File: config.mk
export PLATFORM = sky130hd
export DESIGN_NAME = gated_sixteen_bit_timer
export DESIGN_NICKNAME = d
export VERILOG_FILES = /design/src/pkg/timer_pkg.sv /design/src/pkg/clk_edge_if.sv /design/src/core/gated_sixteen_bit_timer.sv /design/src/core/clk_front_end.sv
export VERILOG_INCLUDE_DIRS = /design/src /design/src/pkg
export SDC_FILE = /design/constraint.sdc
export NUM_CORES = 1
export LEC_CHECK = 0
export BUFFER_PORTS_ARGS = -buffer_cell sky130_fd_sc_hd__buf_2
export CORE_MARGIN = 2
export CORE_UTILIZATION = 51
export DETAILED_ROUTE_END_ITERATION = 8
export HOLD_SLACK_MARGIN = 0.12
export PLACE_DENSITY_LB_ADDON = 0.12
export SLEW_MARGIN = 10
export SYNTH_ARGS = -nofsm -noshare
export SYNTH_HDL_FRONTEND = slang
export SYNTH_HIERARCHICAL = 1
export SYNTH_SLANG_ARGS = --single-unit
export TNS_END_PERCENT = 10
File: constraint.sdc
create_clock -name clk_i -period 2.7 [get_ports clk_i]
set_input_delay 0.27 -clock clk_i [delete_from_list [all_inputs] [get_ports clk_i]]
set_output_delay 0.27 -clock clk_i [all_outputs]
set_load 0.01 [all_outputs]
File: src/pkg/timer_defines.svh
// register offsets, field positions and reset values of the gated timer
`ifndef TIMER_DEFINES_SVH
`define TIMER_DEFINES_SVH
`define ADR_CTRL       8'h00
`define ADR_GATE       8'h04
`define ADR_CNT_LO     8'h08
`define ADR_CNT_HI     8'h0c
`define ADR_IRQ_STAT   8'h10
`define ADR_IRQ_MASK   8'h14
// counter_control fields
`define CTRL_RUN       0
`define CTRL_SYNC_BYP  2
`define CTRL_OSC_EN    3
`define CTRL_PSC_LSB   4
`define CTRL_SRC_BIT   6
`define CTRL_RESET     8'h00
// gate_control fields
`define GATE_SRC_LSB   0
`define GATE_VALUE     2
`define GATE_POL       6
`define GATE_EN        7
`define GATE_RESET     8'h00
// gate source encodings
`define GSRC_PIN       2'h0
`define GSRC_COMPANION 2'h1
`define GSRC_COMPARE   2'h2
// status and mask layout
`define IRQ_OVF        0
`define COUNT_RESET    16'h0000
`define COUNT_MAX      16'hffff
`endif

File: src/pkg/timer_pkg.sv
// types shared by the gated timer files
package timer_pkg;
	typedef logic [15:0] count_t;
	typedef logic [1:0]  prescale_t;
	typedef logic [1:0]  gate_src_t;
	typedef logic [7:0]  byte_t;
endpackage

File: src/pkg/clk_edge_if.sv
// carries source choice and the counting edge between front end and core
`timescale 1ns/1ns
`default_nettype none
interface clk_edge_if;
	logic ext_sel;
	logic osc_sel;
	logic bypass;
	logic tick;
	modport front (input ext_sel, input osc_sel, input bypass, output tick);
	modport core  (output ext_sel, output osc_sel, output bypass, input tick);
endinterface
`default_nettype wire

File: src/core/gated_sixteen_bit_timer.sv
// gated sixteen-bit timer with prescaler and classic wishbone registers
`timescale 1ns/1ns
`default_nettype none
`include "timer_defines.svh"
module gated_sixteen_bit_timer (
	input  wire logic        clk_i,
	input  wire logic        rst_i,
	input  wire logic        wb_cyc_i,
	input  wire logic        wb_stb_i,
	input  wire logic        wb_we_i,
	input  wire logic [7:0]  wb_adr_i,
	input  wire logic [3:0]  wb_sel_i,
	input  wire logic [31:0] wb_dat_i,
	output logic      [31:0] wb_dat_o,
	output logic             wb_ack_o,
	input  wire logic        ext_clk_i,
	input  wire logic        crystal_input_pin_i,
	input  wire logic        gate_pin_i,
	input  wire logic        companion_overflow_i,
	input  wire logic        comparator_i,
	input  wire logic        sleep_i,
	output logic             low_power_osc_enable_o,
	output logic             irq_o,
	output logic             wake_o
);
	timer_pkg::byte_t     counter_control;
	timer_pkg::byte_t     gate_control;
	timer_pkg::count_t    count;
	logic [2:0]           psc;
	logic                 count_overflow_flag;
	logic                 ovf_mask;
	logic                 gate_sig;
	logic                 gate_ok;
	logic                 sleep_ok;
	logic                 count_step;
	logic                 req;
	logic                 wr;
	logic                 wr_lo;
	logic                 wr_hi;
	logic                 count_write;
	logic                 ovf_event;
	logic                 psc_adv;
	logic                 stat_clear;
	logic                 next_irq;
	logic [31:0]          next_dat;

	logic                 counter_run_enable;
	logic                 sync_bypass;
	logic                 clock_source_ext;
	timer_pkg::prescale_t clock_prescale_select;
	logic                 gate_function_enable;
	logic                 gate_level_polarity;
	timer_pkg::gate_src_t gate_source_select;

	clk_edge_if edge_bus ();

	clk_front_end front (
		.clk_i               (clk_i),
		.rst_i               (rst_i),
		.ext_clk_i           (ext_clk_i),
		.crystal_input_pin_i (crystal_input_pin_i),
		.edge_bus            (edge_bus)
	);

	// terminal count of the prescaler for a select value
	function automatic logic [2:0] psc_last(input timer_pkg::prescale_t sel);
		logic [2:0] t;
		case (sel)
			2'h0:    t = 3'h0;
			2'h1:    t = 3'h1;
			2'h2:    t = 3'h3;
			default: t = 3'h7;
		endcase
		return t;
	endfunction

	// field extraction
	assign counter_run_enable    = counter_control[`CTRL_RUN];
	assign sync_bypass           = counter_control[`CTRL_SYNC_BYP];
	assign clock_source_ext      = counter_control[`CTRL_SRC_BIT];
	assign clock_prescale_select = counter_control[`CTRL_PSC_LSB +: 2];
	assign gate_function_enable  = gate_control[`GATE_EN];
	assign gate_level_polarity   = gate_control[`GATE_POL];
	assign gate_source_select    = gate_control[`GATE_SRC_LSB +: 2];

	assign edge_bus.ext_sel = clock_source_ext;
	assign edge_bus.osc_sel = counter_control[`CTRL_OSC_EN];
	assign edge_bus.bypass  = sync_bypass;

	// gate source mux, reserved code keeps gate low
	always_comb begin
		case (gate_source_select)
			`GSRC_PIN:       gate_sig = gate_pin_i;
			`GSRC_COMPANION: gate_sig = companion_overflow_i;
			`GSRC_COMPARE:   gate_sig = comparator_i;
			default:         gate_sig = 1'b0;
		endcase
	end

	assign gate_ok = !gate_function_enable || (gate_sig == gate_level_polarity);

	// only the unsynchronised external path survives sleep
	assign sleep_ok = !sleep_i || (clock_source_ext && sync_bypass);

	// count on selected rising edge once prescaler wraps
	assign psc_adv    = counter_run_enable && gate_ok && sleep_ok && edge_bus.tick;
	assign count_step = psc_adv && (psc == psc_last(clock_prescale_select));

	// bus decode; a request is served in the cycle before ack
	assign req   = wb_cyc_i && wb_stb_i && !wb_ack_o;
	assign wr    = req && wb_we_i && wb_sel_i[0];
	assign wr_lo = wr && (wb_adr_i == `ADR_CNT_LO);
	assign wr_hi = wr && (wb_adr_i == `ADR_CNT_HI);
	assign count_write = wr_lo || wr_hi;
	// a step lost to a count write is no wrap, so it must not raise the flag
	assign ovf_event   = count_step && !count_write && (count == `COUNT_MAX);
	assign stat_clear  = wr && (wb_adr_i == `ADR_IRQ_STAT) && wb_dat_i[`IRQ_OVF];

	// control registers
	always_ff @(posedge clk_i) begin
		if (rst_i) begin
			counter_control <= `CTRL_RESET;
			gate_control    <= `GATE_RESET;
			ovf_mask        <= 1'b0;
		end else if (wr) begin
			if (wb_adr_i == `ADR_CTRL) begin
				counter_control <= wb_dat_i[7:0];
			end
			if (wb_adr_i == `ADR_GATE) begin
				gate_control <= wb_dat_i[7:0];
			end
			if (wb_adr_i == `ADR_IRQ_MASK) begin
				ovf_mask <= wb_dat_i[`IRQ_OVF];
			end
		end
	end

	// prescale counter divides the selected edges
	// any count byte write clears it
	always_ff @(posedge clk_i) begin
		if (rst_i || count_write) begin
			psc <= 3'h0;
		end else if (psc_adv) begin
			if (psc == psc_last(clock_prescale_select)) begin
				psc <= 3'h0;
			end else begin
				psc <= psc + 3'h1;
			end
		end
	end

	// count holds unless stepped; a write overrides a step
	// software writes one byte at a time
	always_ff @(posedge clk_i) begin
		if (rst_i) begin
			count <= `COUNT_RESET;
		end else if (wr_lo) begin
			count[7:0] <= wb_dat_i[7:0];
		end else if (wr_hi) begin
			count[15:8] <= wb_dat_i[7:0];
		end else if (count_step) begin
			count <= count + 16'h0001;
		end
	end

	// sticky flag, set wins over a write-one clear
	always_ff @(posedge clk_i) begin
		if (rst_i) begin
			count_overflow_flag <= 1'b0;
		end else if (ovf_event) begin
			count_overflow_flag <= 1'b1;
		end else if (stat_clear) begin
			count_overflow_flag <= 1'b0;
		end
	end

	// oscillator enable follows its bit, ignores sleep
	always_ff @(posedge clk_i) begin
		if (rst_i) begin
			low_power_osc_enable_o <= 1'b0;
		end else begin
			low_power_osc_enable_o <= counter_control[`CTRL_OSC_EN];
		end
	end

	// level interrupt, doubles as wake while sleeping
	assign next_irq = (count_overflow_flag || ovf_event) && ovf_mask;
	always_ff @(posedge clk_i) begin
		if (rst_i) begin
			irq_o  <= 1'b0;
			wake_o <= 1'b0;
		end else begin
			irq_o  <= next_irq;
			wake_o <= next_irq && sleep_i;
		end
	end

	// single domain, so a byte read is never torn
	// the two bytes are separate reads
	always_comb begin
		next_dat = 32'h0000_0000;
		case (wb_adr_i)
			`ADR_CTRL:     next_dat[7:0] = counter_control;
			`ADR_GATE:     next_dat[7:0] = {gate_control[7:3], gate_sig, gate_control[1:0]};
			`ADR_CNT_LO:   next_dat[7:0] = count[7:0];
			`ADR_CNT_HI:   next_dat[7:0] = count[15:8];
			`ADR_IRQ_STAT: next_dat[`IRQ_OVF] = count_overflow_flag;
			`ADR_IRQ_MASK: next_dat[`IRQ_OVF] = ovf_mask;
			default:       next_dat = 32'h0000_0000;
		endcase
	end

	// one wait-free answer; unmapped reads return zero
	always_ff @(posedge clk_i) begin
		if (rst_i) begin
			wb_ack_o <= 1'b0;
			wb_dat_o <= 32'h0000_0000;
		end else begin
			wb_ack_o <= req;
			wb_dat_o <= req ? next_dat : 32'h0000_0000;
		end
	end

	property p_step_inc;
		@(posedge clk_i) disable iff (rst_i)
		count_step && !count_write |=> count == $past(count) + 16'h0001;
	endproperty
	a_step_inc: assert property (p_step_inc) else $error("step did not add one");

	// divide by eight needs eight edges
	property p_div8;
		@(posedge clk_i) disable iff (rst_i)
		count_step && clock_prescale_select == 2'h3 && $past(psc_adv) |-> $past(psc) == 3'h6;
	endproperty
	a_div8: assert property (p_div8) else $error("divide by eight wrong");

	property p_psc_clear;
		@(posedge clk_i) disable iff (rst_i)
		count_write |=> psc == 3'h0;
	endproperty
	a_psc_clear: assert property (p_psc_clear) else $error("prescaler not cleared");

	property p_osc_sleep;
		@(posedge clk_i) disable iff (rst_i)
		sleep_i && counter_control[`CTRL_OSC_EN] ##1 counter_control[`CTRL_OSC_EN]
		|-> low_power_osc_enable_o;
	endproperty
	a_osc_sleep: assert property (p_osc_sleep) else $error("oscillator dropped");

	// synchronised mode is frozen in sleep
	property p_sleep_hold;
		@(posedge clk_i) disable iff (rst_i)
		sleep_i && !sync_bypass && !count_write |=> $stable(count);
	endproperty
	a_sleep_hold: assert property (p_sleep_hold) else $error("counted in sleep");

	// read data equals the count byte at request time
	property p_read_lo;
		@(posedge clk_i) disable iff (rst_i)
		req && !wb_we_i && wb_adr_i == `ADR_CNT_LO |=> wb_dat_o[7:0] == $past(count[7:0]);
	endproperty
	a_read_lo: assert property (p_read_lo) else $error("low byte read wrong");

	// polarity zero holds on high gate
	property p_gate_hold;
		@(posedge clk_i) disable iff (rst_i)
		gate_function_enable && !gate_level_polarity && gate_sig && !count_write
		|=> $stable(count);
	endproperty
	a_gate_hold: assert property (p_gate_hold) else $error("gate did not hold");

	property p_free_run;
		@(posedge clk_i) disable iff (rst_i)
		counter_run_enable && !gate_function_enable && !sleep_i && edge_bus.tick && !count_write
		&& psc == psc_last(clock_prescale_select) |=> count == $past(count) + 16'h0001;
	endproperty
	a_free_run: assert property (p_free_run) else $error("free run missed");

	property p_run_hold;
		@(posedge clk_i) disable iff (rst_i)
		!counter_run_enable && !count_write |=> $stable(count);
	endproperty
	a_run_hold: assert property (p_run_hold) else $error("stopped timer moved");

	// wrap sets the flag and it stays
	property p_ovf_set;
		@(posedge clk_i) disable iff (rst_i)
		ovf_event |=> count_overflow_flag && count == `COUNT_RESET
		##1 (count_overflow_flag || $past(stat_clear));
	endproperty
	a_ovf_set: assert property (p_ovf_set) else $error("overflow flag missing");

	property p_closed_hold;
		@(posedge clk_i) disable iff (rst_i)
		!gate_ok && !count_write |=> $stable(count);
	endproperty
	a_closed_hold: assert property (p_closed_hold) else $error("closed gate moved");

	c_overflow: cover property (@(posedge clk_i) disable iff (rst_i) ovf_event);
	c_gated: cover property (@(posedge clk_i) disable iff (rst_i)
		gate_function_enable && !gate_ok && edge_bus.tick);
	c_sleep_wake: cover property (@(posedge clk_i) disable iff (rst_i) wake_o);
	c_bus_write: cover property (@(posedge clk_i) disable iff (rst_i) count_write);
endmodule
`default_nettype wire

File: src/core/clk_front_end.sv
// counter clock front end: source pick, optional synchroniser, edge detect
`timescale 1ns/1ns
`default_nettype none
module clk_front_end (
	input  wire logic      clk_i,
	input  wire logic      rst_i,
	input  wire logic      ext_clk_i,
	input  wire logic      crystal_input_pin_i,
	clk_edge_if.front      edge_bus
);
	logic raw;
	logic sync_a;
	logic sync_b;
	logic prev_sync;
	logic prev_raw;
	logic next_tick;

	// crystal pin when the oscillator is on, else the clock pin
	assign raw = edge_bus.osc_sel ? crystal_input_pin_i : ext_clk_i;

	// two-stage synchroniser, first stage read only by the second
	always_ff @(posedge clk_i) begin
		if (rst_i) begin
			sync_a    <= 1'b0;
			sync_b    <= 1'b0;
			prev_sync <= 1'b0;
			prev_raw  <= 1'b0;
		end else begin
			sync_a    <= raw;
			sync_b    <= sync_a;
			prev_sync <= sync_b;
			prev_raw  <= raw;
		end
	end

	// mode switch shifts latency by two, may drop or add one edge
	always_comb begin
		next_tick = 1'b1;
		if (edge_bus.ext_sel) begin
			if (edge_bus.bypass) begin
				next_tick = raw & ~prev_raw;
			end else begin
				next_tick = sync_b & ~prev_sync;
			end
		end
	end

	always_ff @(posedge clk_i) begin
		if (rst_i) begin
			edge_bus.tick <= 1'b0;
		end else begin
			edge_bus.tick <= next_tick;
		end
	end

	// rising edge seen with no sync delay
	property p_bypass_edge;
		@(posedge clk_i) disable iff (rst_i)
		edge_bus.ext_sel && edge_bus.bypass && raw && !prev_raw |=> edge_bus.tick;
	endproperty
	a_bypass_edge: assert property (p_bypass_edge) else $error("bypass edge lost");

	// synchronised edge arrives after the two stages
	property p_sync_edge;
		@(posedge clk_i) disable iff (rst_i)
		edge_bus.ext_sel && !edge_bus.bypass && sync_b && !prev_sync |=> edge_bus.tick;
	endproperty
	a_sync_edge: assert property (p_sync_edge) else $error("sync edge lost");
endmodule
`default_nettype wire

==> run summary, run 1 <==
outcome: finished clean
fillers: 533
DR WL/cell: 16.28 um
Core ar.: 5473 sq um
WL met3: 415 um
Critical Path Sink Type: flip-flop
top post-synthesis cells by area: dfxtp_1, mux2i_1, nor2_1
Placed Area: 3048 sq um
slowest CP cell: or3b_2
Metal-1 WL: 3.355 mm
Yosys warning count: 6
Longest Clk Path Bufs: 2
top-count cell post-synth: dfxtp_1
setup TNS: 0 ps
Unique masters post-synth: 61
Total Wirelength: 7.131 mm
# setup viols final: 0
All-Layer GR Usage: 0.2411
post-layout instance area: 3142 sq um
Synth area leader: dfxtp_1
WP buf/inv: 1
WL met2: 3.200 mm
DRT iter0 DRCs: 230
Worst Path Required: 2900 ps
placed insts: 430
Routed Antenna Nets: 0
layout cells sized above 1: 0.1967
Worst-Margin Slew: 1226 ps
worst skew pair latency: 300 ps
Leak: 1.251 nW
Synth top area share: 0.3643
Main synth FF type: dfxtp_1
async set or reset register ratio after synthesis: 0
CTS root buf: clkbuf_8
I/O pin total: 91
Clock Skews: 4.548 ps
crit-path cells: mux2i_1, or3_1, nand3_1, buf_4, nand4bb_1, or3b_2, o211a_1
vias in the first global route: 2299
final period utilization: 0.8989
Max FO, Critical Path: 8
flops & latches, synth: 52
Mapped Area: 2858 sq um
die span in x: 78.86 um
pwr/cell area: 426.5 nW/um^2
DRT Pass-1 Iters: 5
worst relative slew slack: 0.1790
FP Rows: 27
fin worst setup slack: 272.9 ps
Initial Utilization: 0.5222
PortBufs: 39
Max stage delay on crit path: 450 ps
CTS Sinks: 52
hold buffers post-CTS: 0
vias post-DR: 2529
Syn Area/Cell: 8.793 sq um
diode count: 0
RSZ-0062 raised after global routing: false
Post-DP HPWL: 5.314 mm
DR top layer: met4
Total Power: 1.340 mW
fin cells: 438
Worst Hold Class: input port to flip-flop
Reg area: 1041 sq um
initial antenna violation count: 0
Post-CTS Setup Bufs: 0
Fmax achieved: 412.0 MHz
crit path kind: flip-flop to flip-flop
Gate Count Post-Synth: 325
Crit path max-delay family: simple AND/OR/NAND/NOR gates
post-cts sizing count: 0
Area growth syn-to-layout: 9.939%
# DRC: 0
Post-synth top cells: dfxtp_1, nor2_1, buf_4
post-placement setup slack: 300.8 ps
H-tree depth: 2
worst endpoint data arrival time: 2630 ps
routability cong.: 0.8670
CTS tree: built
Num CTS Buffers: 5
first-pass GRT wire length: 11.64 mm
area of the multi-input gates: 1650 sq um
min cycle time layout: 2427 ps
Slew Limit Fails: 0
GRT overflow: 0
Die ar.: 6218 sq um
Final Hold Violating Endpoints: 0
EDFF count, synth: 0
DIE HEIGHT: 78.86 um
final net count: 422
Max-cap violations: 0
peak supply drop: 0.2185 mV
Worst Setup Start Kind: flip-flop
vias per cell: 5.774
Seq/Total Area, Yosys: 0.3643
maximum number of pins on one net before global-route repair: 30
Clock transition at path regs: 90 ps
[cell families (layout without fill, tap and decap cells)]
logic type	count (synthesis)	count (layout)	synth area share
other cells	1	24	0.001312
flops	52	52	0.3643
compound gates	51	51	0.1252
simple gates	141	141	0.2754
fa+ha+maj	2	2	0.008755
mux	30	30	0.1121
xor+xnor	8	8	0.02452
buf+inv	40	58	0.08844
[layout make-up]
| type | count | area share |
|---|---|---|
| well taps | 72 | 0.02867 |
| inverters | 3 | 0.003584 |
| flip-flops and latches | 52 | 0.3313 |
| repair buffers | 47 | 0.08124 |
| multi-input cells | 256 | 0.5253 |
| clock buffers | 7 | 0.02748 |
| clock inverters | 1 | 0.002389 |
[layer usage]
| metal | GRT usage | vias up |
|---|---|---|
| li1 | - | 1213 |
| met1 | 0.3321 | 1197 |
| met2 | 0.3838 | 106 |
| met3 | 0.04432 | 13 |
| met4 | 0.07759 | 0 |
| met5 | 0 | - |
[power breakdown]
part | internal (mW) | leakage (nW) | switching (mW) | total [mW]
logic | 0.0304 | 0.787 | 0.0708 | 0.101
registers | 0.770 | 0.420 | 0.00144 | 0.771
clock network | 0.209 | 0.0445 | 0.259 | 0.468
total | 1.01 | 1.25 | 0.331 | 1.34
[metrics by stage]
stage | hold WS [ps] | util
final | 237.4 | 0.5741
after CTS | 231.1 | 0.5741
after detailed placement | 463.6 | 0.5569
after global placement | 446.2 | 0.5569
after floorplan | 341.6 | -
after global routing | 230.8 | 0.5741
[registers in the layout, indices dropped and copies added, names as in the netlist]
| register | count |
|---|---|
| front/prev_raw | 1 |
| wb_dat_o | 8 |
| count_overflow_flag | 1 |
| front/prev_sync | 1 |
| ovf_mask | 1 |
| irq_o | 1 |
| gate_control | 7 |
| count | 16 |
| wb_ack_o | 1 |
| front/edge_bus.tick | 1 |
| wake_o | 1 |
| psc | 3 |
| low_power_osc_enable_o | 1 |
| counter_control | 8 |
| front/sync_b | 1 |
[final timing paths]
path / from / to / slack [ps] / depth (start not counted)
max: gate_control[1]$_SDFFE_PP0P_ / count[6]$_SDFFE_PP0P_ / 270 / 7
min reg2reg: front/sync_b$_SDFF_PP0_ / front/prev_sync$_SDFF_PP0_ / 470 / 1
min: sleep_i / wake_o$_SDFF_PP0_ / 240 / 2
max reg2reg: gate_control[1]$_SDFFE_PP0P_ / count[6]$_SDFFE_PP0P_ / 270 / 7
[cells in the final DEF, fill, tap and decap left out, types with 6 or more instances in the layout]
cell type	synthesis	final
conb_1	1	24
a22oi_1	6	6
a31oi_1	6	6
nand2_1	16	16
dfxtp_1	52	52
mux2i_1	23	23
and3_1	7	7
nand4_1	8	8
nand3_1	11	11
clkbuf_8	0	6
a21oi_1	12	12
buf_4	24	8
nor2_1	49	49
mux2_2	6	6
buf_2	4	39
nor4_1	6	6
a211oi_1	6	6
Power figures use the tool's default switching activity.
==> run 2, diff against run 1 <==
--- a/config.mk
+++ b/config.mk
@@ -7,14 +7,15 @@
 export NUM_CORES = 1
 export LEC_CHECK = 0
 export BUFFER_PORTS_ARGS = -buffer_cell sky130_fd_sc_hd__buf_2
+export CELL_PAD_IN_SITES_DETAIL_PLACEMENT = 0
+export CELL_PAD_IN_SITES_GLOBAL_PLACEMENT = 1
 export CORE_MARGIN = 2
-export CORE_UTILIZATION = 51
+export CORE_UTILIZATION = 37
 export DETAILED_ROUTE_END_ITERATION = 8
 export HOLD_SLACK_MARGIN = 0.12
 export PLACE_DENSITY_LB_ADDON = 0.12
 export SLEW_MARGIN = 10
 export SYNTH_ARGS = -nofsm -noshare
 export SYNTH_HDL_FRONTEND = slang
-export SYNTH_HIERARCHICAL = 1
 export SYNTH_SLANG_ARGS = --single-unit
 export TNS_END_PERCENT = 10
==> run 2 against run 1 <==
Against the previous run: register-to-register slack is essentially flat; synthesized cell count grew 0.31%; clock skew grew 3.1 ps; clock power grew 2%; fmax is essentially flat; sequential power is essentially flat; total power grew 0.10%; largest power group unchanged; combinational power shrank 12%.
==> run summary, run 2 <==
Synth area leader: dfxtp_1 (unchanged)
DR WL/cell: 16.36 um (was 16.28 um)
Post-Synth Adder-Cell Area: 0.008885 (was 0.008757)
crit path kind: flip-flop to flip-flop (unchanged)
All-Layer GR Usage: 0.1859 (was 0.2411)
placed insts: 456 (was 430)
DIE HEIGHT: 91.25 um (was 78.86 um)
peak supply drop: 0.1686 mV (was 0.2185 mV)
# DRC: 0 (unchanged)
RSZ-0062 raised after global routing: false (unchanged)
Longest Clk Path Bufs: 2 (unchanged)
worst skew pair latency: 320 ps (was 300 ps)
DRT Pass-1 Iters: 5 (unchanged)
worst hold path stage count: 2 (unchanged)
I/O pin total: 91 (unchanged)
Post-synth top cells: dfxtp_1, nor2_1, buf_4 (unchanged)
fin cells: 464 (was 438)
FP Rows: 31 (was 27)
worst r2r src: gate_control[1]$_SDFFE_PP0P_ (unchanged)
layout cells sized above 1: 0.1918 (was 0.1967)
Worst Hold Class: input port to flip-flop (unchanged)
GRT overflow: 0 (unchanged)
Num CTS Buffers: 5 (unchanged)
Clock Skews: 7.615 ps (was 4.548 ps)
Seq/Total Area, Yosys: 0.3696 (was 0.3643)
Worst Path Required: 2930 ps (was 2900 ps)
Initial Utilization: 0.3842 (was 0.5222)
Critical Path Sink Type: flip-flop (unchanged)
Unique masters post-synth: 54 (was 61)
final period utilization: 0.8987 (was 0.8989)
Top Registers: count (16), counter_control (8), wb_dat_o (8) (unchanged)
worst endpoint data arrival time: 2660 ps (was 2630 ps)
Gate Count Post-Synth: 326 (was 325)
Reg2Reg Depth: 7 (unchanged)
Total Wirelength: 7.591 mm (was 7.131 mm)
vias in the first global route: 2234 (was 2299)
# setup viols final: 0 (unchanged)
commonest non-fill, non-tap cell in the layout: dfxtp_1 (unchanged)
Yosys warning count: 0 (was 6)
outcome: finished clean (unchanged)
RR Endpoint: count[2]$_SDFFE_PP0P_ (was count[6]$_SDFFE_PP0P_)
Total Power: 1.341 mW (was 1.340 mW)
maximum number of pins on one net before global-route repair: 45 (was 30)
Synth top area share: 0.3696 (was 0.3643)
Min-Delay Endpoint: wake_o$_SDFF_PP0_ (unchanged)
top post-synthesis cells by area: dfxtp_1, mux2i_1, buf_4 (was dfxtp_1, mux2i_1, nor2_1)
Max-cap violations: 0 (unchanged)
die span in x: 91.25 um (was 78.86 um)
setup TNS: 0 ps (unchanged)
min cycle time layout: 2426 ps (was 2427 ps)
diode count: 0 (unchanged)
Worst-Margin Slew: 632.8 ps (was 1226 ps)
Main synth FF type: dfxtp_1 (unchanged)
EDFF count, synth: 0 (unchanged)
CTS Sinks: 52 (unchanged)
post-synthesis mux area share: 0.09462 (was 0.1121)
async set or reset register ratio after synthesis: 0 (unchanged)
Largest Register: count (unchanged)
routability cong.: 0.8116 (was 0.8670)
commonest cells after routing, fill and taps aside: dfxtp_1, buf_2, nor2_1, mux2i_1, conb_1 (was dfxtp_1, nor2_1, buf_2, conb_1, mux2i_1)
Slew Limit Fails: 0 (unchanged)
Leak: 1.284 nW (was 1.251 nW)
Worst R2R Setup Slack: 270 ps (about the same)
pwr/cell area: 427.7 nW/um^2 (was 426.5 nW/um^2)
Fmax achieved: 412.1 MHz (was 412.0 MHz)
final core utilization: 0.4279 (was 0.5741)
Max FO, Critical Path: 5 (was 8)
flops & latches, synth: 52 (unchanged)
vias per cell: 5.347 (was 5.774)
Mapped Area: 2816 sq um (was 2858 sq um)
min-delay src: sleep_i (unchanged)
number of flip-flops in the largest register: 16 (unchanged)
Post-DP HPWL: 5.455 mm (was 5.314 mm)
final net count: 421 (was 422)
vias post-DR: 2481 (was 2529)
H-tree depth: 2 (unchanged)
top-count cell post-synth: dfxtp_1 (unchanged)
CTS root buf: clkbuf_8 (unchanged)
initial antenna violation count: 0 (unchanged)
area share of and/or/nand/nor cells after synthesis: 0.2976 (was 0.2754)
Routed Antenna Nets: 0 (unchanged)
PortBufs: 39 (unchanged)
Placed Area: 3037 sq um (was 3048 sq um)
Area growth syn-to-layout: 11.37% (was 9.939%)
main combinational cell family by area after synthesis: simple AND/OR/NAND/NOR gates (unchanged)
post-layout instance area: 3137 sq um (was 3142 sq um)
Syn Area/Cell: 8.639 sq um (was 8.793 sq um)
Die ar.: 8326 sq um (was 6218 sq um)
DRT iter0 DRCs: 126 (was 230)
XOR/XNOR Fraction of Synth Area: 0.009329 (was 0.02452)
CTS tree: built (unchanged)
Clock transition at path regs: 110 ps (was 90 ps)
Worst Setup Start Kind: flip-flop (unchanged)
Final Hold Violating Endpoints: 0 (unchanged)
first-pass GRT wire length: 12.01 mm (was 11.64 mm)
worst relative slew slack: 0.5749 (was 0.1790)
Synth Area in Compound Gates: 0.1155 (was 0.1252)
Core ar.: 7331 sq um (was 5473 sq um)
run 2: cell types whose count changed after synthesis, sizes merged, moves of 4 or more:
| cell | before | now |
|---|---|---|
| nand2 | 16 | 20 |
| nand3 | 11 | 15 |
| a22oi | 6 | 1 |
| xnor2 | 5 | 1 |
| nor2b | 3 | 8 |
| nor2 | 51 | 36 |
| a222oi | 0 | 7 |
| or3 | 3 | 7 |
| o21ai | 4 | 9 |
| mux2 | 6 | 2 |
| nor3 | 6 | 10 |
run 2: critical path: stages (launching register included):
cell and delay (ps):
dfxtp_1 450, mux2i_1 290, or3_1 170, nand3_1 200, buf_4 230, or3_1 430, or3_1 330, a311oi_1 240
run 2: area by class of cell:
class                           count  area [sq um]
Clock buffer                        5         68.82
Clock inverter                      3         22.52
Sequential cell                    52          1041
Timing Repair Buffer               50         277.8
Tap cell                           99         123.9
Inverter                            6         22.52
Multi-Input combinational cell    249          1580
Fill cell                         779          4194
run 2: what timing repair did:
| action | CTS | global route |
|---|---|---|
| setup buffers | 0 | 0 |
| gates resized for setup | 0 | 1 |
| hold buffers | 0 | 0 |
| setup endpoints to repair | 0 | 2 |
run 2: how the worst max path moves through the flow:
stage,end,start,depth (start not counted)
finish,count[2]$_SDFFE_PP0P_,gate_control[1]$_SDFFE_PP0P_,7
global route,count[11]$_SDFFE_PP0P_,counter_control[4]$_SDFFE_PP0P_,7
CTS,wake_o$_SDFF_PP0_,counter_control[4]$_SDFFE_PP0P_,6
floorplan,counter_control[3]$_SDFFE_PP0P_,wb_adr_i[7],8
detailed placement,count[14]$_SDFFE_PP0P_,counter_control[4]$_SDFFE_PP0P_,6
global placement,count[14]$_SDFFE_PP0P_,counter_control[4]$_SDFFE_PP0P_,6
run 2: logic make-up after synthesis:
logic type | Yosys count
muxes | 26
and+or+nand+nor | 148
buffers and inverters | 48
adders and majority gates | 2
DFF | 52
other | 1
AOI/OAI and AO/OA | 46
xor gates and xnor gates | 3
run 2: metrics by stage:
stage / setup WS (ps) / hold WS (ps)
floorplan: 449.1 / 413.8
global placement: 207.0 / 439.6
detailed placement: 176.5 / 448.0
CTS: 164.9 / 206.3
global route: 128.6 / 207.3
finish: 273.5 / 208.3
run 2: power breakdown:
| group | switching, mW | leakage, nW | internal [mW] | total [mW] |
|---|---|---|---|---|
| combinational | 0.0620 | 0.816 | 0.0268 | 0.0888 |
| clock | 0.292 | 0.0485 | 0.187 | 0.479 |
| sequential | 0.00288 | 0.420 | 0.771 | 0.774 |
| total | 0.357 | 1.28 | 0.984 | 1.34 |
run 2: metal layers:
layer,part of all wire,global-route usage,routed length (um),vias up
met5,0,0,0,-
li1,-,-,-,1216
met2,0.44,0.2784,3324,59
met1,0.50,0.2759,3819,1197
met3,0.046,0.02490,350,9
met4,0.013,0.05682,96,0
==> run 3, diff against run 2 <==
--- a/config.mk
+++ b/config.mk
@@ -13,7 +13,7 @@
 export CORE_UTILIZATION = 37
 export DETAILED_ROUTE_END_ITERATION = 8
 export HOLD_SLACK_MARGIN = 0.12
-export PLACE_DENSITY_LB_ADDON = 0.12
+export PLACE_DENSITY_LB_ADDON = 0.3
 export SLEW_MARGIN = 10
 export SYNTH_ARGS = -nofsm -noshare
 export SYNTH_HDL_FRONTEND = slang
==> run 3 against run 2 <==
Against the previous run: flip-flop and latch count is the same; first-iteration DRC count grew 42%; design area up 0.52%; sequential share of layout area fell by 0.17 points; register-to-register slack worse by 90 ps; routed wire length down 2.0%; hold slack better by 9.8 ps; fmax down 3.4%.
==> run summary, run 3 (synthesized netlist as in run 2, its figures left out) <==
number of flip-flops in the largest register: 16 (unchanged)
# setup viols final: 0 (unchanged)
peak supply drop: 0.2287 mV (was 0.1686 mV)
Reg2Reg Depth: 6 (was 7)
Largest Register: count (unchanged)
Sw Pwr: 0.3578 mW (was 0.3572 mW)
Max-cap violations: 0 (unchanged)
DIE HEIGHT: 91.25 um (unchanged)
worst skew pair latency: 320 ps (about the same)
fin worst setup slack: 187.0 ps (was 273.5 ps)
Worst R2R Setup Slack: 190 ps (was 270 ps)
min-delay src: sleep_i (unchanged)
vias per cell: 5.384 (was 5.347)
initial antenna violation count: 0 (unchanged)
Longest Clk Path Bufs: 2 (unchanged)
Top Registers: count (16), counter_control (8), wb_dat_o (8) (unchanged)
vias post-DR: 2498 (was 2481)
FP Rows: 31 (unchanged)
outcome: finished clean (unchanged)
Fmax achieved: 397.9 MHz (was 412.1 MHz)
routability cong.: 0.8426 (was 0.8116)
DR WL/cell: 16.03 um (was 16.36 um)
Clock power frac: 0.360 (was 0.357)
DRT Pass-1 Iters: 5 (unchanged)
# DRC: 0 (unchanged)
Final Hold Violating Endpoints: 0 (unchanged)
Max FO, Critical Path: 6 (was 5)
Worst Setup Start Kind: flip-flop (unchanged)
switch share: 0.2657 (was 0.2663)
pwr/cell area: 427.2 nW/um^2 (was 427.7 nW/um^2)
Num CTS Buffers: 5 (unchanged)
CTS tree: built (unchanged)
worst hold path stage count: 2 (unchanged)
Slew Limit Fails: 0 (unchanged)
Core ar.: 7331 sq um (unchanged)
Initial Utilization: 0.3842 (unchanged)
min cycle time layout: 2513 ps (was 2426 ps)
Post-DP HPWL: 5.470 mm (was 5.455 mm)
post-placement setup slack: 127.7 ps (was 176.5 ps)
Worst Path Required: 2960 ps (was 2930 ps)
Reg power frac: 0.574 (was 0.577)
Worst-Margin Slew: 629.3 ps (was 632.8 ps)
Total Wirelength: 7.437 mm (was 7.591 mm)
layout cells sized above 1: 0.1918 (unchanged)
Min-Delay Endpoint: wake_o$_SDFF_PP0_ (unchanged)
maximum number of pins on one net before global-route repair: 28 (was 45)
Clock Skews: 13.07 ps (was 7.615 ps)
die span in x: 91.25 um (unchanged)
Area growth syn-to-layout: 11.95% (was 11.37%)
Critical Path Sink Type: flip-flop (unchanged)
DRT iter0 DRCs: 179 (was 126)
RR Endpoint: count[7]$_SDFFE_PP0P_ (was count[2]$_SDFFE_PP0P_)
I/O pin total: 91 (unchanged)
H-tree depth: 2 (unchanged)
commonest cells after routing, fill and taps aside: dfxtp_1, buf_2, nor2_1, mux2i_1, conb_1 (unchanged)
fillers: 753 (was 779)
CTS Sinks: 52 (unchanged)
final period utilization: 0.9307 (was 0.8987)
Routed Antenna Nets: 0 (unchanged)
PortBufs: 39 (unchanged)
Fin Hold WS: 218.1 ps (was 208.3 ps)
first-pass GRT wire length: 11.89 mm (was 12.01 mm)
Post-CTS Setup Bufs: 0 (unchanged)
Die ar.: 8326 sq um (unchanged)
Leak: 1.288 nW (was 1.284 nW)
diode count: 0 (unchanged)
worst relative slew slack: 0.5772 (was 0.5749)
Logic pwr share: 0.065 (was 0.066)
GRT overflow: 0 (unchanged)
Worst Hold Class: input port to flip-flop (unchanged)
final net count: 421 (unchanged)
worst r2r src: psc[2]$_SDFFE_PP0N_ (was gate_control[1]$_SDFFE_PP0P_)
Clock transition at path regs: 110 ps (about the same)
CTS root buf: clkbuf_8 (unchanged)
All-Layer GR Usage: 0.1829 (was 0.1859)
Pint: 0.9892 mW (was 0.9843 mW)
RSZ-0062 raised after global routing: false (unchanged)
crit path kind: flip-flop to flip-flop (unchanged)
commonest non-fill, non-tap cell in the layout: dfxtp_1 (unchanged)
setup TNS: 0 ps (unchanged)
vias in the first global route: 2258 (was 2234)
worst endpoint data arrival time: 2770 ps (was 2660 ps)
[run 3: cell count changes in the layout (fill, tap and decap cells not counted), sizes merged]
cell and change:
inv +1, clkinv -1
[run 3: power by group through the flow]
| stage | Sequential (mW) | Combinational (mW) | Clock (mW) |
|---|---|---|---|
| 3_3_place_gp | 0.791 | 0.0872 | 0 |
| 6_report | 0.774 | 0.0878 | 0.485 |
| 5_1_grt | 0.775 | 0.0970 | 0.533 |
| 2_1_floorplan | 0.791 | 0.0751 | 0 |
| 3_5_place_dp | 0.791 | 0.0875 | 0 |
| 4_1_cts | 0.774 | 0.0876 | 0.494 |
[run 3: metal layers]
metal	global-route usage	routed length, um
met1	0.2600	3548
met2	0.2858	3334
met3	0.02739	419
met4	0.05556	135
met5	0	0
[run 3: timing repair]
| action | CTS | global route |
|---|---|---|
| hold buffers | 0 | 0 |
| hold endpoints to repair | 0 | 0 |
| resized for setup | 0 | 1 |
| setup endpoints to repair | 0 | 4 |
[run 3: how the worst max path moves through the flow]
stage	startpoint	endpoint	slack [ps]	depth (start not counted)
2_1_floorplan	wb_adr_i[7]	counter_control[3]$_SDFFE_PP0P_	450	8
3_3_place_gp	gate_control[1]$_SDFFE_PP0P_	count[14]$_SDFFE_PP0P_	170	7
3_5_place_dp	gate_control[1]$_SDFFE_PP0P_	count[14]$_SDFFE_PP0P_	130	7
4_1_cts	gate_control[1]$_SDFFE_PP0P_	wake_o$_SDFF_PP0_	130	7
5_1_grt	counter_control[4]$_SDFFE_PP0P_	count[7]$_SDFFE_PP0P_	90	6
6_report	psc[2]$_SDFFE_PP0N_	count[7]$_SDFFE_PP0P_	190	6
[run 3: through the flow]
step | util | total power [mW] | area (sq um) | cells
after global placement | 0.4159 | 0.8784 | 3049 | 456
final | 0.4301 | 1.347 | 3153 | 464
after detailed placement | 0.4159 | 0.8789 | 3049 | 456
after CTS | 0.4289 | 1.355 | 3144 | 464
after floorplan | - | 0.8657 | 2903 | 349
after global routing | 0.4301 | 1.405 | 3153 | 464
[run 3: final cells by class]
type	instances	area [sq um]	share of cell area
clock buffer	5	68.82	0.02183
clock inverter	3	26.28	0.008333
inverter	6	22.52	0.007143
sequential	52	1041	0.3302
multi-input combinational	249	1580	0.5012
tap	99	123.9	0.03929
timing repair buffer	50	290.3	0.09206
[run 3: critical path, stage by stage (launching register included)]
cell	delay, ps
dfxtp_1	360
or4_1	520
mux2i_1	130
a31oi_1	130
or4_1	800
mux2_4	370
nor3_2	140
